**src/pkg/viu_pkg.sv**
```systemverilog
// Purpose: constants and types for the vectored interrupt unit
// Assumes: one clock, asynchronous active low reset
// Notes: lower priority value means more urgent
// Summary of operation
// - 32 request inputs, each fast or vectored
// - class and priority inputs changeable any time
// - fast class outranks every vectored request
// - fast output is OR of fast requests
// - status word shows requesting fast sources
// - non-fast inputs are vectored with priority
// - equal priority ties go to lowest channel
// - normal output is OR of vectored requests
// - vector address of selected request is output
// - 46 bank pins give rise/fall/both edge requests
// - bank edges merged with external line three
package viu_pkg;
   //--------------------------------------------------
   // sizes
   //--------------------------------------------------
   localparam int VIU_NUM_CHAN = 32;
   localparam int VIU_CHAN_W = 5;
   localparam int VIU_PRIO_W = 4;
   localparam int VIU_ADDR_W = 32;
   localparam int VIU_BANK0_PINS = 32;
   localparam int VIU_BANK2_PINS = 14;
   localparam int VIU_EXT3_CHAN = 17;
   //--------------------------------------------------
   // reset values
   //--------------------------------------------------
   localparam logic [VIU_ADDR_W-1:0] VIU_DEF_VECTOR = 32'h0000_0000;
   localparam logic [VIU_CHAN_W-1:0] VIU_CHAN_RST = 5'h00;
   localparam logic [VIU_NUM_CHAN-1:0] VIU_REQ_RST = 32'h0000_0000;
   localparam logic [VIU_PRIO_W-1:0] VIU_PRIO_WORST = 4'hF;

   // everything handed to the processor core
   typedef struct packed {
      logic fast_irq;
      logic normal_irq;
      logic normal_valid;
      logic [VIU_CHAN_W-1:0] normal_chan;
      logic [VIU_NUM_CHAN-1:0] fast_status;
      logic [VIU_ADDR_W-1:0] vector_addr;
   } viu_core_type;
endpackage : viu_pkg

```
**src/verilog/vectored_irq_unit.sv**
```systemverilog
// Purpose: vectored interrupt unit driving the core's two inputs
// Assumes: request lines are level and synchronous to clk
// Notes: configuration arrives on plain inputs, no register bus
`timescale 1ns/100ps
module vectored_irq_unit
   import viu_pkg::*;
#(
   parameter int NUM_CHAN = VIU_NUM_CHAN,
   parameter int PRIO_W = VIU_PRIO_W,
   parameter int BANK0_PINS = VIU_BANK0_PINS,
   parameter int BANK2_PINS = VIU_BANK2_PINS
) (
   input wire logic clk,
   input wire logic arst_n,
   input wire logic [NUM_CHAN-1:0] irq_req,
   input wire logic ext_interrupt_three,
   input wire logic [NUM_CHAN-1:0] fast_sel,
   input wire logic [NUM_CHAN*PRIO_W-1:0] prio_level,
   input wire logic [NUM_CHAN*VIU_ADDR_W-1:0] vector_table,
   input wire logic [BANK0_PINS-1:0] gpio_bank_zero,
   input wire logic [BANK2_PINS-1:0] gpio_bank_two,
   input wire logic [BANK0_PINS+BANK2_PINS-1:0] edge_rise_en,
   input wire logic [BANK0_PINS+BANK2_PINS-1:0] edge_fall_en,
   input wire logic [BANK0_PINS+BANK2_PINS-1:0] edge_flag_clr,
   output viu_core_type core_out,
   output logic [BANK0_PINS+BANK2_PINS-1:0] edge_flag
);
   localparam int NPINS = BANK0_PINS + BANK2_PINS;

   //--------------------------------------------------
   // selection function
   //--------------------------------------------------
   // strict compare keeps the lowest channel on a tie
   function automatic logic [VIU_CHAN_W:0] viu_pick(
      input logic [NUM_CHAN-1:0] act,
      input logic [NUM_CHAN*PRIO_W-1:0] pr);
      logic found;
      logic [VIU_CHAN_W-1:0] idx;
      logic [PRIO_W-1:0] best;
      found = 1'b0;
      idx = VIU_CHAN_RST;
      best = VIU_PRIO_WORST;
      for (int i = 0; i < NUM_CHAN; i++) begin
         if (act[i] && (!found || pr[i*PRIO_W +: PRIO_W] < best)) begin
            found = 1'b1;
            idx = VIU_CHAN_W'(i);
            best = pr[i*PRIO_W +: PRIO_W];
         end
      end
      return {found, idx};
   endfunction : viu_pick

   //--------------------------------------------------
   // bank pin edge detection
   //--------------------------------------------------
   logic [NPINS-1:0] pin_now;
   logic [NPINS-1:0] pin_prev_r;
   logic [NPINS-1:0] edge_hit;
   logic [NPINS-1:0] flag_r;
   logic [NPINS-1:0] flag_nxt;

   // edges seen whatever the pin's selected function
   assign pin_now = {gpio_bank_two, gpio_bank_zero};
   assign edge_hit = (pin_now & ~pin_prev_r & edge_rise_en)
                   | (~pin_now & pin_prev_r & edge_fall_en);
   // set wins so an edge in the clear cycle is kept
   assign flag_nxt = (flag_r & ~edge_flag_clr) | edge_hit;
   assign edge_flag = flag_r;

   always_ff @(posedge clk or negedge arst_n) begin
      if (!arst_n) begin
         pin_prev_r <= '0;
         flag_r <= '0;
      end else begin
         pin_prev_r <= pin_now;
         flag_r <= flag_nxt;
      end
   end

   //--------------------------------------------------
   // request classing
   //--------------------------------------------------
   logic [NUM_CHAN-1:0] eff_req;
   logic [NUM_CHAN-1:0] fast_req;
   logic [NUM_CHAN-1:0] norm_req;
   logic [VIU_CHAN_W:0] pick;
   logic [VIU_ADDR_W-1:0] pick_addr;

   // one shared channel for bank edges and external line three
   always_comb begin
      eff_req = irq_req;
      eff_req[VIU_EXT3_CHAN] = irq_req[VIU_EXT3_CHAN]
                             | ext_interrupt_three | (|flag_r);
   end
   // class inputs are read live, so software may move them any time
   assign fast_req = eff_req & fast_sel;
   assign norm_req = eff_req & ~fast_sel;
   assign pick = viu_pick(norm_req, prio_level);
   assign pick_addr =
      vector_table[pick[VIU_CHAN_W-1:0]*VIU_ADDR_W +: VIU_ADDR_W];

   //--------------------------------------------------
   // core outputs
   //--------------------------------------------------
   viu_core_type out_r;
   viu_core_type out_nxt;

   // one register stage; costs a cycle but gives clean outputs
   always_comb begin
      out_nxt.fast_irq = |fast_req;
      out_nxt.normal_irq = |norm_req;
      out_nxt.normal_valid = pick[VIU_CHAN_W];
      out_nxt.normal_chan = pick[VIU_CHAN_W-1:0];
      out_nxt.fast_status = fast_req;
      out_nxt.vector_addr = pick[VIU_CHAN_W] ? pick_addr
                                             : VIU_DEF_VECTOR;
   end

   always_ff @(posedge clk or negedge arst_n) begin
      if (!arst_n) begin
         out_r <= '0;
      end else begin
         out_r <= out_nxt;
      end
   end
   // fast line is a separate core input, never masked by vectored
   assign core_out = out_r;

   //--------------------------------------------------
   // checks
   //--------------------------------------------------
   property p_fast_or;
      @(posedge clk) disable iff (!arst_n)
      out_r.fast_irq == $past(|(eff_req & fast_sel));
   endproperty
   a_fast_or: assert property (p_fast_or)
      else $error("fast output not OR of fast requests");

   property p_norm_or;
      @(posedge clk) disable iff (!arst_n)
      out_r.normal_irq == $past(|(eff_req & ~fast_sel));
   endproperty
   a_norm_or: assert property (p_norm_or)
      else $error("normal output not OR of vectored requests");

   property p_status;
      @(posedge clk) disable iff (!arst_n)
      out_r.fast_status == ($past(eff_req) & $past(fast_sel));
   endproperty
   a_status: assert property (p_status)
      else $error("fast status word wrong");

   property p_sel_not_fast;
      @(posedge clk) disable iff (!arst_n)
      out_r.normal_valid |->
         !$past(fast_sel[pick[VIU_CHAN_W-1:0]]) ##0
         $past(norm_req[pick[VIU_CHAN_W-1:0]]);
   endproperty
   a_sel_not_fast: assert property (p_sel_not_fast)
      else $error("selected vectored request is fast or idle");

   // rank worked out apart from viu_pick, so a broken picker shows up
   logic [NUM_CHAN-1:0] outranks;
   logic [PRIO_W-1:0] pick_prio;

   assign pick_prio = prio_level[pick[VIU_CHAN_W-1:0]*PRIO_W +: PRIO_W];

   // a channel outranks the pick if more urgent, or as urgent and lower
   always_comb begin
      outranks = '0;
      for (int i = 0; i < NUM_CHAN; i++) begin
         outranks[i] = norm_req[i]
            && (prio_level[i*PRIO_W +: PRIO_W] < pick_prio
                || (prio_level[i*PRIO_W +: PRIO_W] == pick_prio
                    && i < int'(pick[VIU_CHAN_W-1:0])));
      end
   end

   property p_rank;
      @(posedge clk) disable iff (!arst_n)
      (norm_req != '0) |-> pick[VIU_CHAN_W] && outranks == '0;
   endproperty
   a_rank: assert property (p_rank)
      else $error("a more urgent vectored request was passed over");

   property p_fast_excl;
      @(posedge clk) disable iff (!arst_n)
      out_r.normal_valid |-> !out_r.fast_status[out_r.normal_chan];
   endproperty
   a_fast_excl: assert property (p_fast_excl)
      else $error("fast source offered as vectored");

   property p_tie_low;
      @(posedge clk) disable iff (!arst_n)
      (pick[VIU_CHAN_W] && pick[VIU_CHAN_W-1:0] != VIU_CHAN_RST)
      |-> !(norm_req[0] && prio_level[PRIO_W-1:0]
            <= prio_level[pick[VIU_CHAN_W-1:0]*PRIO_W +: PRIO_W]);
   endproperty
   a_tie_low: assert property (p_tie_low)
      else $error("channel zero not chosen on equal priority");

   property p_vector;
      @(posedge clk) disable iff (!arst_n)
      out_r.normal_valid |-> out_r.vector_addr == $past(pick_addr);
   endproperty
   a_vector: assert property (p_vector)
      else $error("vector address does not match selection");

   property p_drop;
      @(posedge clk) disable iff (!arst_n)
      (norm_req == '0) |=> !out_r.normal_irq && !out_r.normal_valid;
   endproperty
   a_drop: assert property (p_drop)
      else $error("normal output held after requests cleared");

   // any pin, and the set must win over a clear held in that cycle
   property p_edge_flag;
      @(posedge clk) disable iff (!arst_n)
      (edge_hit != '0) |=>
         ((flag_r & $past(edge_hit)) == $past(edge_hit))
         ##0 eff_req[VIU_EXT3_CHAN];
   endproperty
   a_edge_flag: assert property (p_edge_flag)
      else $error("pin edge not flagged");

   property p_flag_clear;
      @(posedge clk) disable iff (!arst_n)
      (edge_hit == '0 && edge_flag_clr == '1) |=> flag_r == '0;
   endproperty
   a_flag_clear: assert property (p_flag_clear)
      else $error("edge flags kept through a full clear");

   property p_merge;
      @(posedge clk) disable iff (!arst_n)
      ext_interrupt_three |-> eff_req[VIU_EXT3_CHAN];
   endproperty
   a_merge: assert property (p_merge)
      else $error("external line three not merged");
endmodule : vectored_irq_unit

```
**config.mk**
```make
export PLATFORM = sky130hd
export DESIGN_NAME = vectored_irq_unit
export DESIGN_NICKNAME = d
export VERILOG_FILES = /design/src/pkg/viu_pkg.sv /design/src/verilog/vectored_irq_unit.sv
export SDC_FILE = /design/constraint.sdc
export NUM_CORES = 1
export LEC_CHECK = 0
export ABC_AREA = 1
export BUFFER_PORTS_ARGS = -buffer_cell sky130_fd_sc_hd__buf_4
export CORE_AREA = 2 2 601 603
export CTS_CLUSTER_DIAMETER = 30
export DETAILED_ROUTE_END_ITERATION = 16
export DIE_AREA = 0 0 603 605
export GPL_TIMING_DRIVEN = 0
export PLACE_DENSITY = 0.3
export SLEW_MARGIN = 10
export SYNTH_ARGS = -nofsm -noshare
export SYNTH_HDL_FRONTEND = slang
export SYNTH_SLANG_ARGS = --single-unit
```
**constraint.sdc**
```tcl
create_clock -name clk -period 35 [get_ports clk]
set_input_delay 5.25 -clock clk [delete_from_list [all_inputs] [get_ports clk]]
set_output_delay 5.25 -clock clk [all_outputs]
set_load 0.02 [all_outputs]
```
==> results by group <==
Cells and area
  – Nets: 7328
  – Layout cells sized above 1: ~44%
  – Fin util: 13.1%
  – Area Overhead vs Synth: 93.2%

Detailed routing
  – WL per Instance: between 30 and 40 µm
  – Antenna Nets Post-Route: 0
  – Vias/cell: ~3.6
  – DR DRC count: 0
  – Initial drt markers: ~3200
  – DRT Wirelength: ~330000 µm
  – DRT Pass-1 Iters: 7
  – DR vias: 38169

Timing
  – Fin crit period: about 33 ns
  – Final setup vio count: 0
  – Final Max Slew Viols: 0
  – Tightest Pin Transition: approximately 1.3 ns
  – Slew Limit Headroom: 15.3%
  – Final Hold Fails: 0
  – Fmax achieved: approximately 0.030 GHz
  – Fin Setup TNS: 0 ns
  – Clock skew: slightly above 0.06 ns
  – Final worst path period share: 94.1%

Power and ir drop
  – Seq pwr share: 3.6%
  – Sw Share: approximately two thirds
  – Combinational cell fraction of total power: roughly 93%
  – Pwr dens: between 100 and 150 nW/µm²
  – Static leakage: between 20 and 25 nW
  – Clock share of power: under 10%
  – Sw Pwr: between 0.004 and 0.005 W
  – Cell internal pwr: approximately 0.0023 W
  – Max VDD drop: approximately 0.056 mV
  – Pwr Total: ~0.0067 W

Synthesis
  – Post-Syn Nets: between 5000 and 6000
  – Share of the synthesized area in the top cell type: 34.0%
  – Most common cell in the synthesized netlist: nand3_1
  – Post-Syn Instances: 4190
  – Main synth FF type: dfrtp_1
  – Most common library cells after synthesis: 1656 x nand3_1, 1001 x nand2_1, 346 x inv_1
  – Asr flop ratio synth: between 90% and 100%
  – Leading area contributor after synthesis: nand3_1
  – Synth unique cells: 43
  – Post-synthesis sequential area ratio: approximately 17%
  – Synth warn: 0
  – Register bit count reported by yosys: 164
  – Top post-synthesis cells by area: nand3_1 34%, dfrtp_1 17%, nand2_1 15%, inv_1 5.3%, nand2_2 4.5%
  – Post-Syn Area: around 24000 µm²
  – Post-Synthesis Mean Instance Area: 5.81 µm²
  – Post-synth EDFFs: 0

Global route
  – Global-route congestion overflow total: 0
  – Largest net degree at the start of global routing: 65
  – Vias in the first global route: 37556
  – Total GRT Usage: ~17%
  – First-pass GRT wire length: a little over 400000 µm
  – Initial antenna violation count: about 180

CTS
  – H-Tree Depth: 4
  – Cts hold-fix bufs: 0
  – Clock latency on the worst-skew pair: slightly below 0.6 ns
  – CTS sink cnt: 164
  – Root Buffer: clkbuf_16
  – CTS tree: yes
  – Buffer levels on the longest clock path: 3
  – CTS Buf Count: 25
  – Clock transition at path regs: 0.08 ns

Flow run
  – Max Cap Violations: 0

Setup path
  – Slowest cell on crit path: a21oi_4
  – FF-to-FF Start: edge_flag[14]
  – CP max FO: 10
  – Endpoint type of the worst setup path: flop
  – Crit path launch type: input port
  – R2R setup slack: between 15 and 20 ns
  – Critical Path RT: approximately 35 ns
  – CP max stage delay: about 0.36 ns
  – Reg2Reg Depth: ~140
  – Capturing point of the worst reg2reg path: core_out[4]
  – Kind of critical path: in2reg
  – Cell mode on critical path: nand2_4
  – WP data arrival: between 30 and 40 ns

Placed design
  – DP HPWL: just under 300000 µm
  – RePlAce Congestion: 0.969
  – Port Buffer Count: between 1500 and 2000

Floorplan
  – IO Pins: approximately 1500
  – Initial Utilization: around 6.8%
  – Std-Cell Rows: between 200 and 250
  – Die width: 603 µm
  – Die area: roughly 360000 µm²
  – Core Area: roughly 360000 µm²
  – Die Height: slightly above 600 µm

Min path
  – Tightest Hold Check Type: reg2reg
  – Cell depth of the worst hold path: 3
  – Min-delay src: pin_prev_r[19]
  – Hold Path End: edge_flag[19]

Run status
  – Status: complete, no violations
-- flip-flops by register name, summed over array words and instances (netlist names) --
name        cells
edge_flag      46
core_out       72
pin_prev_r     46
-- power groups by stage --
stage | sequential, W | combinational, W | clock [W]
after global routing | 0.000248 | 0.00650 | 0.000272
after detailed placement | 0.000248 | 0.00537 | 0
after global placement | 0.000248 | 0.00536 | 0
final | 0.000245 | 0.00621 | 0.000252
after floorplan | 0.000283 | 0.00258 | 0
after CTS | 0.000245 | 0.00602 | 0.000268
-- layer usage --
metal | wire (µm) | track usage (%) | vias to the layer above
met4 | 10900 | 5.02 | 88
li1 | - | - | 17478
met3 | 26900 | 4.83 | 386
met5 | 558 | 0 | -
met2 | 163000 | 30.4 | 1631
met1 | 127000 | 19.8 | 18586
-- logic make-up (layout without fill, tap and decap cells) --
logic type,count (synthesis),after routing,share of synthesized area [%]
and+or+nand+nor,3131,3132,61.0
buffers and inverters,685,2389,15.9
AOI/OAI and AO/OA,175,175,4.45
DFF,164,164,16.8
adders and majority gates,35,35,1.80
other,0,54,0
-- worst max-delay path: cells and delay by family --
| family | cells | cell delay, ns |
|---|---|---|
| compound gates | 54 | 5.63 |
| fa+ha+maj | 31 | 7.80 |
| buf+inv | 50 | 3.17 |
| simple gates | 148 | 11.33 |
-- placed cells by master, fill, tap and decap left out, types with 15 or more instances in the layout --
master	count
inv_2	57
nand2_1	939
nand3_4	57
o21ai_4	21
o211ai_1	46
buf_8	60
clkbuf_8	18
nand3_2	116
ha_4	21
nand2_4	82
nand3b_1	27
o21ai_0	16
clkbuf_1	16
nor2_1	172
inv_1	346
buf_12	15
nand2_2	188
buf_4	1688
clkbuf_2	24
dfrtp_1	164
o21bai_1	29
clkbuf_16	28
a21oi_4	33
nand3_1	1493
nand4_1	15
nand2_8	16
buf_6	32
buf_2	67
diode_2	54
-- repair_timing --
action	4_1_cts	5_1_grt
hold endpoints to repair	0	0
gates resized for setup	469	206
pin swaps	91	185
setup endpoints to repair	37	37
cloned	2	3
setup buffers	59	86
-- cell type report --
type                    count  area, µm²
diodes                     54        135
plain buffers             277       2670
clock buffers              26        639
clock inverters             6       63.8
fillers                 42039     311000
inverters                 408       1550
multi-input cells        3342      19100
flip-flops and latches    164       4100
well taps                4773       5970
repair buffers           1672      12800
-- worst max-delay path by stage --
stage | end | startpoint | slack [ns] | cells after the start
floorplan | core_out[20] | fast_sel[0] | 1.02 | 269
global placement | core_out[30] | fast_sel[0] | -9.35 | 262
detailed placement | core_out[26] | fast_sel[0] | -8.83 | 259
CTS | core_out[5] | irq_req[0] | 0.002 | 282
global route | core_out[27] | fast_sel[0] | -0.21 | 286
finish | core_out[4] | fast_sel[0] | 2.08 | 283
-- metrics by stage --
step	setup slack [ns]	hold slack [ns]	area [µm²]	std cells
after global routing	-0.210	0.569	47000	10699
after CTS	0.00173	0.535	45200	10580
after detailed placement	-8.83	0.536	41900	10487
final	2.08	0.521	47100	10722
after floorplan	1.02	0.519	24400	4190
after global placement	-9.35	0.531	41700	10483
Power figures use the tool's default switching activity.
